**src/common/watchdog_defs.svh**
```systemverilog
// Constants for the system watchdog timer
`ifndef WATCHDOG_DEFS_SVH
`define WATCHDOG_DEFS_SVH
`define WD_CNT_W 16
`define WD_BYTE_W 8
`define WD_PRE_W 8
`define WD_SEL_DIV2 2'h0
`define WD_SEL_DIV4 2'h1
`define WD_SEL_DIV128 2'h2
`define WD_SEL_DIV256 2'h3
`define WD_PRE_DIV2 8'h01
`define WD_PRE_DIV4 8'h03
`define WD_PRE_DIV128 8'h7f
`define WD_PRE_DIV256 8'hff
`define WD_RST_SEL 2'h0
`define WD_RST_RELOAD 8'h00
`define WD_LOW_CLEAR 8'h00
`define WD_CNT_MAX 16'hffff
`define WD_RST_HOLD 8'h04
`define WD_DEF_INTERVAL_US 3280
`define WD_CLK_MHZ 40
`endif

```
**src/common/watchdog_pkg.sv**
```systemverilog
// Types for the system watchdog timer
package watchdog_pkg;
  typedef enum logic [1:0] {ST_RUN, ST_OFF, ST_RESET} wd_state_t;
endpackage : watchdog_pkg

```
**src/common/wd_tick_if.sv**
```systemverilog
// Prescaler tick carrier between watchdog and its divider
`timescale 1ns/1ps
interface wd_tick_if;
  logic [1:0] sel;
  logic restart;
  logic tick;
  modport ctrl (output sel, output restart, input tick);
  modport div (input sel, input restart, output tick);
endinterface : wd_tick_if

```
**src/verilog/wd_prescaler.sv**
```systemverilog
// Selectable system clock prescaler for the watchdog
`timescale 1ns/1ps
`include "watchdog_defs.svh"
module wd_prescaler
(
  // Clock and control
  input wire logic ref_clk,
  input wire logic nrst,
  input wire logic clk_en,
  // Tick carrier
  wd_tick_if.div tk
);
  logic [`WD_PRE_W-1:0] pre_reg;
  logic [`WD_PRE_W-1:0] pre_next;
  logic [`WD_PRE_W-1:0] limit;
  logic at_limit;

  function automatic logic [`WD_PRE_W-1:0] div_limit(input logic [1:0] s);
    case (s)
      `WD_SEL_DIV2: div_limit = `WD_PRE_DIV2;
      `WD_SEL_DIV4: div_limit = `WD_PRE_DIV4;
      `WD_SEL_DIV128: div_limit = `WD_PRE_DIV128;
      default: div_limit = `WD_PRE_DIV256;
    endcase
  endfunction : div_limit

  // Divide by 2, 4, 128 or 256
  assign limit = div_limit(tk.sel);
  assign at_limit = (pre_reg >= limit);
  assign pre_next = (tk.restart || at_limit) ? '0 : pre_reg + 8'h01;
  assign tk.tick = at_limit && !tk.restart;

  always_ff @(posedge ref_clk)
  begin
    if (!nrst)
      pre_reg <= '0;
    else if (clk_en)
      pre_reg <= pre_next;
  end
endmodule : wd_prescaler

```
**src/verilog/system_watchdog_timer.sv**
```systemverilog
// System watchdog timer top level
// ==========================================================
// Functional notes
// - The watchdog runs and is enabled right after every reset.
// - In compatible mode a disable is taken only before end of init.
// - In enhanced mode enable is taken at any time, disable while running and not in a service or overflow cycle.
// - Overflow raises an internal reset and drives the reset pin low.
// - The 16-bit counter counts the system clock divided by 2/4/128/256.
// - The upper byte reload comes from a software reload value.
// - A service loads the upper byte and clears the lower byte.
// - Reset settings give a 3.28 ms interval at 40 MHz.
`timescale 1ns/1ps
`include "watchdog_defs.svh"
module system_watchdog_timer
#(
  parameter logic [7:0] RST_HOLD = `WD_RST_HOLD
)
(
  // Clock and reset
  input wire logic ref_clk,
  input wire logic nrst,
  input wire logic clk_en,
  // Instruction strobes
  input wire logic service_instruction,
  input wire logic end_of_init_instruction,
  input wire logic supervisor_disable_instruction,
  input wire logic supervisor_enable_instruction,
  // Configuration
  input wire logic enhanced_mode,
  input wire logic [1:0] prescale_sel,
  input wire logic prescale_load,
  input wire logic [7:0] supervisor_reload_value,
  input wire logic reload_load,
  // Status and reset outputs
  output logic [15:0] count_value,
  output logic enabled,
  output logic init_done,
  output logic internal_reset,
  output logic reset_output_pin_n
);
  // ========================================================
  // State
  watchdog_pkg::wd_state_t state_reg, state_next;
  logic [`WD_CNT_W-1:0] cnt_reg, cnt_next;
  logic [`WD_BYTE_W-1:0] reload_reg;
  logic [1:0] sel_reg;
  logic init_reg;
  logic [7:0] hold_reg, hold_next;

  wd_tick_if tk ();

  wd_prescaler u_pre
  (
    .ref_clk(ref_clk),
    .nrst(nrst),
    .clk_en(clk_en),
    .tk(tk)
  );

  // ========================================================
  // Decoding
  wire running = (state_reg == watchdog_pkg::ST_RUN);
  wire dis_ok = enhanced_mode || !init_reg;
  wire dis_take = supervisor_disable_instruction && dis_ok;
  wire en_take = supervisor_enable_instruction && enhanced_mode;
  wire overflow = running && tk.tick && !service_instruction
                  && (cnt_reg == `WD_CNT_MAX);
  wire [`WD_CNT_W-1:0] serviced = {reload_reg, `WD_LOW_CLEAR};
  assign tk.sel = sel_reg;
  assign tk.restart = service_instruction;

  always_comb
  begin
    state_next = state_reg;
    cnt_next = cnt_reg;
    hold_next = hold_reg;
    case (state_reg)
      watchdog_pkg::ST_RUN:
      begin
        if (overflow)
        begin
          state_next = watchdog_pkg::ST_RESET;
          hold_next = RST_HOLD;
        end
        else if (service_instruction)
          cnt_next = serviced;
        else if (dis_take)
          state_next = watchdog_pkg::ST_OFF;
        else if (tk.tick)
          cnt_next = cnt_reg + 16'h0001;
      end
      watchdog_pkg::ST_OFF:
      begin
        if (service_instruction)
          cnt_next = serviced;
        if (en_take)
          state_next = watchdog_pkg::ST_RUN;
      end
      watchdog_pkg::ST_RESET:
      begin
        // The pin is held a few cycles so slow external parts see it
        if (hold_reg == 8'h00)
        begin
          state_next = watchdog_pkg::ST_RUN;
          cnt_next = '0;
        end
        else
          hold_next = hold_reg - 8'h01;
      end
      default: state_next = watchdog_pkg::ST_RUN;
    endcase
  end

  // ========================================================
  // Registers
  always_ff @(posedge ref_clk)
  begin
    if (!nrst)
    begin
      state_reg <= watchdog_pkg::ST_RUN;
      cnt_reg <= '0;
      hold_reg <= '0;
    end
    else if (clk_en)
    begin
      state_reg <= state_next;
      cnt_reg <= cnt_next;
      hold_reg <= hold_next;
    end
  end

  // Settings also return to defaults after a watchdog reset
  always_ff @(posedge ref_clk)
  begin
    if (!nrst || (clk_en && state_reg == watchdog_pkg::ST_RESET))
    begin
      sel_reg <= `WD_RST_SEL;
      reload_reg <= `WD_RST_RELOAD;
      init_reg <= 1'b0;
    end
    else if (clk_en)
    begin
      if (prescale_load)
        sel_reg <= prescale_sel;
      if (reload_load)
        reload_reg <= supervisor_reload_value;
      if (end_of_init_instruction)
        init_reg <= 1'b1;
    end
  end

  // Outputs straight from flip-flops
  always_ff @(posedge ref_clk)
  begin
    if (!nrst)
    begin
      count_value <= '0;
      enabled <= 1'b1;
      init_done <= 1'b0;
      internal_reset <= 1'b0;
      reset_output_pin_n <= 1'b1;
    end
    else if (clk_en)
    begin
      count_value <= cnt_next;
      enabled <= (state_next != watchdog_pkg::ST_OFF);
      init_done <= init_reg || end_of_init_instruction;
      internal_reset <= (state_next == watchdog_pkg::ST_RESET);
      reset_output_pin_n <= (state_next != watchdog_pkg::ST_RESET);
    end
  end

  // ========================================================
  // Assertions
  a_reset_on_overflow: assert property (@(posedge ref_clk)
    disable iff (!nrst) (clk_en && overflow) |=> !reset_output_pin_n
      && internal_reset)
    else $error("overflow did not drive reset");
  a_compat_locks: assert property (@(posedge ref_clk)
    disable iff (!nrst) (clk_en && running && init_reg && !enhanced_mode
      && !overflow) |=> enabled)
    else $error("disable accepted after end of init");
  a_service_loads: assert property (@(posedge ref_clk)
    disable iff (!nrst) (clk_en && running && service_instruction)
      |=> count_value == {$past(reload_reg), 8'h00})
    else $error("service did not reload counter");
  a_enh_enable: assert property (@(posedge ref_clk)
    disable iff (!nrst) (clk_en && state_reg == watchdog_pkg::ST_OFF
      && en_take) |=> enabled)
    else $error("enable instruction ignored");
  a_start_enabled: assert property (@(posedge ref_clk)
    $rose(nrst) |-> enabled)
    else $error("not enabled after reset");
  a_count_step: assert property (@(posedge ref_clk)
    disable iff (!nrst) (clk_en && running && tk.tick && !overflow
      && !service_instruction && !dis_take)
      |=> count_value == $past(cnt_reg) + 16'h0001)
    else $error("counter did not step on tick");
  a_reset_release: assert property (@(posedge ref_clk)
    disable iff (!nrst) $rose(internal_reset) |-> ##[1:300]
      !internal_reset)
    else $error("reset never released");
  a_reload_default: assert property (@(posedge ref_clk)
    $rose(nrst) |-> reload_reg == 8'h00 && sel_reg == 2'h0)
    else $error("bad reset defaults");
  a_off_holds_count: assert property (@(posedge ref_clk)
    disable iff (!nrst) (clk_en && state_reg == watchdog_pkg::ST_OFF
      && !service_instruction) |=> $stable(count_value))
    else $error("counter moved while disabled");
  a_freeze_all: assert property (@(posedge ref_clk)
    disable iff (!nrst) !clk_en |=> $stable(count_value)
      && $stable(enabled) && $stable(reset_output_pin_n))
    else $error("state moved while clock enable low");
  c_overflow: cover property (@(posedge ref_clk) overflow);
  c_service: cover property (@(posedge ref_clk)
    running && service_instruction);
  c_enh_off_on: cover property (@(posedge ref_clk)
    state_reg == watchdog_pkg::ST_OFF ##[1:20] running);
  c_pin_pulse: cover property (@(posedge ref_clk)
    $fell(reset_output_pin_n));
  c_freeze: cover property (@(posedge ref_clk) !clk_en && running);
endmodule : system_watchdog_timer

```
**config.mk**
```make
export PLATFORM = sky130hd
export DESIGN_NAME = system_watchdog_timer
export DESIGN_NICKNAME = d
export VERILOG_FILES = /design/src/common/watchdog_pkg.sv /design/src/common/wd_tick_if.sv /design/src/verilog/wd_prescaler.sv /design/src/verilog/system_watchdog_timer.sv
export VERILOG_INCLUDE_DIRS = /design/src /design/src/common
export SDC_FILE = /design/constraint.sdc
export NUM_CORES = 1
export LEC_CHECK = 0
export BUFFER_PORTS_ARGS = -buffer_cell sky130_fd_sc_hd__buf_2
export CORE_ASPECT_RATIO = 1.25
export CORE_MARGIN = 2
export CORE_UTILIZATION = 29
export DETAILED_ROUTE_END_ITERATION = 10
export REMOVE_ABC_BUFFERS = 1
export SETUP_SLACK_MARGIN = 0.5
export SLEW_MARGIN = 10
export SYNTH_ARGS = -nofsm -noshare
export SYNTH_HDL_FRONTEND = slang
export SYNTH_SLANG_ARGS = --single-unit
```
**constraint.sdc**
```tcl
create_clock -name ref_clk -period 6.8 [get_ports ref_clk]
set_input_delay 1.7 -clock ref_clk [delete_from_list [all_inputs] [get_ports ref_clk]]
set_output_delay 1.7 -clock ref_clk [all_outputs]
set_load 0.005 [all_outputs]
```
# After elaboration in Yosys (flattened, before gate mapping)
# Cells that the tools add are included.
totals:
  out_inout_bits: 20
  regBits: 49
  word_cells: 72
op_classes:
  muxes: 18
  reduce_logical: 24
  magnitude_cmp: 1
  add_sub_neg: 3
  n_eq_ne: 15
op_table:
  columns: ["operator", "count"]
  rows:
  - ["16-bit two-way mux", 6]
  - ["16-bit one-hot mux with 3 select lines", 1]
  - ["8-bit two-way mux", 3]
  - ["8-bit one-hot mux with 3 select lines", 1]
  - ["16-bit by 1-bit adder with 16-bit output, second input constant", 1]
  - ["16-bit equality test, second input constant", 1]
  - ["8-bit one-hot mux with 2 select lines", 1]
  - ["2-bit two-way mux", 5]
  - ["2-bit != test, second input constant", 5]
  - ["8-bit by 1-bit adder with 8-bit output, second input constant", 1]
  - ["8-bit greater-or-equal comparator", 1]
  - ["8-bit logical NOT", 1]
  - ["8-bit by 1-bit subtractor with 8-bit output, second input constant", 1]
  - ["1-bit logical AND", 7]
  - ["7-bit AND reduction", 1]
  - ["2-bit equality test, second input constant", 3]
  - ["3-bit != test, second input constant", 2]
  - ["2-bit one-hot mux with 3 select lines", 1]
  - ["2-bit AND reduction", 3]
  - ["2-bit by 1-bit equality test with 1-bit output, second input constant", 2]
  - ["2-bit logical NOT", 2]
  - ["1-bit logical OR", 4]
  - ["2-bit by 1-bit != test with 1-bit output, second input constant", 2]
  - ["4-bit AND reduction", 1]
  - ["other kinds (3)", 5]

# Longest topological paths before layout
# Gate-level depths: netlist (run 1).
logic_depth:
  ltp_word: 10
  mapped_depth: 10
  depth_no_buf: 8

# Cells and area by module
# From an unflattened synthesis (run 1), not the netlist that was laid out.
unflattened:
  hier_cells: 355
  area_unflattened_um2: 2881.5
modules_own_cells:
  columns: ["mod", "n_inst", "cells_per_inst", "area_per_inst_um2"]
  rows:
  - ["system_watchdog_timer", 1, 284, 2222.1]
  - ["wd_prescaler", 1, 71, 659.4]

# Least setup slack after synthesis (run 1)
# Ideal clock, no wire load.
synth_path:
  path_kind: "input-to-reg"
  start: "in service_instruction"
  end: "reg count_value[2]"
  setup_slack_ps: 3638
  path_stages: 8
  setup_ps: 70
  n_path_buf: 2
  arrival_time_ps: 3091
  cell_sequence: "clkbuf_1 > nand2b_1 > o311ai_0 > nor2_1 > o211ai_2 > buf_6 > or4_1 > a21oi_1"
synth_via:
  elab_chain_len: 7
  elab_cells_between_ends: 13
  classes_between: "4 x eq/ne; 3 x mux; 6 x reduce/logical"
synth_lines:
  columns: ["element", "line_no", "source"]
  rows:
  - ["start, declared", "system_watchdog_timer.sv:24", "input wire logic service_instruction,"]
  - ["1-bit logical NOT", "wd_prescaler.sv:31, system_watchdog_timer.sv:66", null]
  - ["1-bit logical AND", "wd_prescaler.sv:31", "assign tk.tick = at_limit && !tk.restart;"]
  - ["1-bit logical AND (3 in a row)", "system_watchdog_timer.sv:66", "wire overflow = running && tk.tick && !service_instruction"]
  - ["2-bit != test (no line)", null, null]
  - ["7-bit AND reduction (no line)", null, null]
  - ["end signal, assigned", "system_watchdog_timer.sv:165", "count_value <= cnt_next;"]
  - ["end, declared", "system_watchdog_timer.sv:35", "output logic [15:0] count_value,"]
# Several ways; a longest one is shown, not always the timed one. The select of a mux whose other input is x is not followed.
# A chain may end at the register's enable or synchronous reset.

# Final worst setup path (run 1)
layout_path:
  start: "in clk_en"
  end: "reg count_value[7]"
layout_via:
  elab_chain_len: 1
layout_lines:
  columns: ["element", "line_no", "source"]
  rows:
  - ["start, declared", "system_watchdog_timer.sv:22", "input wire logic clk_en,"]
  - ["7-bit AND reduction (no line)", null, null]
# Every way passes these cells.

==> impl_metrics.ini, run 1 <==
[run_status]
status = finished, final reports clean

[clocking]
clockRootBuffer = clkbuf_16
clkTransAtPathRegs_ns = 0.07
cts_made_buffers = 5
postCtsSetupRepairBufs = 0
cts_buffer_depth = 2
cts_hold_buf = 0
cts-htree-levels = 2
cts_resized = 0
clk_latency_ns = 0.29
clock_sinks = 49
cts_tree = built

[sta]
fin_skew_ns = 0.008205
slew_headroom_pct = 53.84
finalSetupViolCount = 0
clock.fmax_mhz = 297.8
setup_tns_ns = 0
slew_violations = 0
tightest_slew_ns = 0.6898
fin_crit_sh_pct = 49.38
rsz0062_at_grt = no
fin_crit_ns = 3.358
hold_violations = 0

[cells_and_area]
top_register = count_value
drive_above_1_share_pct = 15.01
regArea_um2 = 980.9
fillers = 981
fin_area_mm2 = 0.003131
multi_input_area_mm2 = 0.001602
largest_reg_flops = 16
n_antenna_cell = 0
layout.nets = 403
area_delta_synth_final_pct = 15.83

[place]
io_buffers = 39
placed_area_mm2 = 0.002988
place_hpwl_um = 4767
place_congestion = 0.7915

[logic_synthesis]
ys_seq_area_share_pct = 36.30
async_reset_ff_share_pct = 0
syn_inst = 343
avgSynthCellArea_um2 = 7.879
synth_ff_type = dfxtp_1
synthDistinctLibCells = 50
syn_area_mm2 = 0.002703
synth-seq-cells = 49
synth-edff-count = 0
ys_warn_count = 0

[floorplanning]
ios = 40
initial_utilization_pct = 29.62
fp.coreArea_mm2 = 0.009125
die-area_mm2 = 0.01011
dieWidth_um = 90.35
row_count = 39
fp.dieH_um = 111.9

[detailed_routing]
via_count = 2556
ant_nets = 0
vias_per_cell = 5.153
drt-initial-drc-count = 131
drc = 0
dr.pass1.iters = 4
wl_um = 6824
wl_per_cell_um = 13.76

[min_path]
min_path_cells = 2
holdPathEnd = reload_reg[7]
hp-class = register to register
worstHoldStart = reload_reg[7]

[grt]
grt_pass1_wl_um = 11620
gr-total-overflow = 0
grt_max_degree = 37
antenna_found_initial = 0
track_usage_pct = 13.88
grt_pass1_vias = 2437

[setup_path]
reg2reg_depth = 9
crit_arrival_ns = 3.57
crit_start = clk_en
reg2reg_from = sel_reg[1]
reg2reg_setup_slack_ns = 4.17
critical_path_required_ns = 7.01
cp_max_fo = 36
endpoint_kind = register
rr_endpoint = count_value[7]
critical_path_class = input port to register
start_kind = input port

[power_and_ir_drop]
power.switching_uw = 149.6
switching_share_pct = 24.35
p_leak_nw = 1.172
powerDensity_mw_per_mm2 = 196.2
seq_power_share_pct = 49.3
p_int_uw = 464.7
combPwrFrac_pct = 10.7
clockPowerShare_pct = 40.0
vdd_drop_max_mv = 0.07762

[job]
drv_cap = 0
## metrics by stage
step                utilization, %  hold WS (ns)  worst slack, ns  cells  power, mW
finish                       34.31        0.4610            3.442    496     0.6143
floorplan                        -        0.4357            3.501    326     0.3468
global placement             32.74        0.4564            3.184    489     0.3740
detailed placement           32.74        0.4527            3.138    489     0.3752
CTS                          34.31        0.4615            3.433    496     0.6213
global route                 34.31        0.4808            3.211    496     0.6423
## cell families after synthesis
kind of cell / count (synthesis) / synth area share (%)
AND/OR/NAND/NOR: 153 / 29.91
flip-flops: 49 / 36.30
multiplexers: 2 / 0.7870
adder cells (fa/ha/maj): 10 / 4.630
XOR/XNOR: 10 / 3.241
AO/OA/AOI/OAI: 89 / 20.69
buffers and inverters: 30 / 4.444
## placed cells by master, fill, tap and decap left out, types with 5 or more instances in the layout
cell and n:
inv_1 13, xnor2_1 6, o31ai_1 5, nor3_1 5
nor2b_1 7, nand2_1 37, dfxtp_1 49, o21ai_0 18
nor2_1 27, nor4_1 5, nand3_1 24, nand2b_1 6
and3_1 6, clkbuf_16 5, ha_1 10, buf_2 39
nand4_1 10, a21oi_1 33, o211ai_1 8
## how the worst max path moves through the flow
stage	slack, ns	end	cells past startpoint
floorplan	3.50	count_value[6]	6
global placement	3.18	count_value[6]	7
detailed placement	3.14	count_value[6]	7
CTS	3.43	count_value[6]	7
global route	3.21	count_value[5]	7
finish	3.44	count_value[7]	7
## layout make-up
cell class	count	share of cell area, %
multi-input combinational	264	51.16
tap	123	4.916
sequential	49	31.33
clock buffer	7	4.556
inverter	13	1.559
timing repair buffer	40	6.475
## cell usage after synthesis (all sizes together) (4+ instances only)
library cell	count	area, um^2
nand3	24	120.1
nor2b	7	43.79
clkbuf	15	56.30
ha	10	125.1
o211ai	9	72.57
nand2b	6	37.54
a31oi	4	25.02
or4	4	30.03
dfxtp	49	980.9
inv	13	48.80
nor2	27	101.4
nor4	5	31.28
o21ai	18	90.09
o31ai	5	37.54
xor2	4	35.03
nand4	11	75.07
nand2	37	138.9
and3	6	37.54
and4	4	35.03
xnor2	6	52.55
a21oi	33	165.2
nor3	5	25.02
## critical path, stage by stage
cell and delay [ns]:
buf_2 0.45, o311ai_0 0.24, nor2_1 0.16, o211ai_2 0.10, buf_4 0.23, or4_1 0.53, a21oi_1 0.15
## metal layers
layer  wire length, um  part of all wire (%)  track usage (%)  up-vias
met4                92                   1.3            4.821        0
met5                 0                     0                0        -
met2              3268                    48            23.16       47
li1                  -                     -                -     1306
met3               192                   2.8            1.962        6
met1              3270                    48            18.42     1197
## power groups by stage
| stage | registers (mW) | clock network (mW) | logic, mW |
|---|---|---|---|
| after CTS | 0.303 | 0.252 | 0.0663 |
| after global placement | 0.309 | 0 | 0.0648 |
| after detailed placement | 0.309 | 0 | 0.0658 |
| after global routing | 0.304 | 0.263 | 0.0750 |
| final | 0.303 | 0.246 | 0.0659 |
| after floorplan | 0.307 | 0 | 0.0395 |
(Power assumes the default switching activity.)
==> inputs of run 2 (changes only) <==
clock period = 3.05 ns   (was 6.8 ns; I/O delays follow)
==> run 2 against run 1 <==
  * Hold slack improved by 0.0052 ns
  * Non-clock buffer count increased by 7
  * Utilization increased by 1.2 points
  * Final area increased by 3.6%
  * Wire length increased by 5.3%
  * Largest cell class unchanged
==> impl_metrics.ini, run 2 (synthesized netlist as in run 1, its figures left out) <==
[run_status]
status = finished, final reports clean

[floorplanning]
initial_utilization_pct = 29.62
fp.coreArea_mm2 = 0.009125
dieWidth_um = 90.35
fp.dieH_um = 111.9
row_count = 39
die-area_mm2 = 0.01011
ios = 40

[grt]
grt_max_degree = 36
grt_pass1_vias = 2578
grt_pass1_wl_um = 12150
gr-total-overflow = 0
track_usage_pct = 14.53
antenna_found_initial = 0

[setup_path]
cp_max_fo = 5
start_kind = register
critical_path_required_ns = 3.27
critical_path.top_delay_family = simple AND/OR/NAND/NOR gates
critical_path_class = register to register
endpoint_kind = register
cp_num_buf_inv = 0
crit_chain = nor2_1 -> ha_1 -> a21oi_1 -> or4b_4 -> a211oi_4 -> o211ai_4 -> or4_4 -> a21oi_2
worst_path_max_delay_cell = or4b_4
cpPeakStageDelay_ns = 0.56
crit_arrival_ns = 2.75
reg2reg_setup_slack_ns = 0.52

[cells_and_area]
fin_area_mm2 = 0.003243
drive_above_1_share_pct = 19.63
largest_reg_flops = 16
final_cell_mix = dfxtp_1 (47), buf_2 (39), nand2_1 (37)
layout.nets = 411
final_common_cell = dfxtp_1
area_delta_synth_final_pct = 20.00
top_register = count_value
n_antenna_cell = 0

[clocking]
cts_tree = built
cts-htree-levels = 2
clockRootBuffer = clkbuf_16
cts_made_buffers = 5
cts_buffer_depth = 2
clkTransAtPathRegs_ns = 0.07
clock_sinks = 49
clk_latency_ns = 0.29

[sta]
fin_crit_sh_pct = 82.86
slew_headroom_pct = 50.52
rsz0062_at_grt = yes
finalSetupViolCount = 0
fin_crit_ns = 2.527
clock.fmax_mhz = 395.7
slew_violations = 0
hold_violations = 0
tightest_slew_ns = 0.7395
fin_skew_ns = 0.006238
setup_tns_ns = 0

[detailed_routing]
drc = 0
wl_per_cell_um = 14.23
dr.pass1.iters = 4
via_count = 2652
drt-initial-drc-count = 65
ant_nets = 0
vias_per_cell = 5.251
wl_um = 7187

[power_and_ir_drop]
p_leak_nw = 1.220
powerDensity_mw_per_mm2 = 427.9
vdd_drop_max_mv = 0.1930

[place]
place_hpwl_um = 5084
io_buffers = 39
place_congestion = 0.7777
placed_area_mm2 = 0.003010

[min_path]
hp-class = register to register

[job]
drv_cap = 0
[run 2: changes by cell type in the layout (fill, tap and decap cells not counted), moves of 2 or more]
| cell | before | now |
|---|---|---|
| clkinv_2 | 0 | 2 |
| dfxtp_2 | 0 | 2 |
| buf_4 | 1 | 8 |
| o21ai_0 | 18 | 16 |
| or4_1 | 4 | 2 |
| a21oi_2 | 0 | 2 |
| or4_4 | 0 | 2 |
| a21oi_1 | 33 | 31 |
| dfxtp_1 | 49 | 47 |
[run 2: repair_timing]
item,CTS,global route
pin swaps,1,5
resized for setup,2,13
buffers inserted,2,2
setup endpoints to repair,9,12
cloned,0,1
hold buffers,0,0
[run 2: path summary, 6_finish.rpt]
kind | endpoint | cells after the start | start
max | count_value[3] | 8 | sel_reg[1]
min | sel_reg[0] | 2 | sel_reg[0]
max reg2reg | count_value[3] | 8 | sel_reg[1]
min reg2reg | sel_reg[0] | 2 | sel_reg[0]
[run 2: final cells by class]
| class | count | area [um^2] |
|---|---|---|
| Sequential cell | 49 | 983.4 |
| Clock buffer | 5 | 125.1 |
| Clock inverter | 3 | 17.52 |
| Multi-Input combinational cell | 265 | 1659 |
| Tap cell | 123 | 153.9 |
| Inverter | 13 | 48.80 |
| Fill cell | 1002 | 5882 |
| Timing Repair Buffer | 47 | 255.2 |
[run 2: through the flow]
| step | power, mW | worst slack, ns | hold WS [ns] | util [%] | std cells |
|---|---|---|---|---|---|
| 4_1_cts | 1.401 | 0.5215 | 0.4717 | 34.87 | 502 |
| 3_5_place_dp | 0.8407 | 0.3884 | 0.4614 | 32.99 | 492 |
| 6_report | 1.388 | 0.5226 | 0.4662 | 35.54 | 505 |
| 3_3_place_gp | 0.8365 | 0.4613 | 0.4516 | 32.99 | 492 |
| 5_1_grt | 1.450 | 0.4124 | 0.4878 | 35.54 | 505 |
| 2_1_floorplan | 0.7732 | 0.4957 | 0.4357 | - | 326 |
[run 2: power by group]
| group | internal [mW] | total, mW | switching, mW | leakage (nW) |
|---|---|---|---|---|
| logic | 0.0651 | 0.165 | 0.0996 | 0.752 |
| clock network | 0.301 | 0.547 | 0.246 | 0.0696 |
| registers | 0.657 | 0.676 | 0.0189 | 0.398 |
| total | 1.02 | 1.39 | 0.364 | 1.22 |
[run 2: worst reg2reg max path, cell delays in order (launching register included)]
cell	delay, ns
dfxtp_2	0.35
nor2_1	0.04
ha_1	0.26
a21oi_1	0.07
or4b_4	0.56
a211oi_4	0.36
o211ai_4	0.15
or4_4	0.54
a21oi_2	0.13
[run 2: layer usage]
metal  share of wire, %  vias up  global-route usage (%)
met5                  0        -                       0
met4                1.1        0                   3.897
met3                3.0        7                   2.436
met2                 49       41                   25.36
met1                 47     1280                   18.54
li1                   -     1324                       -
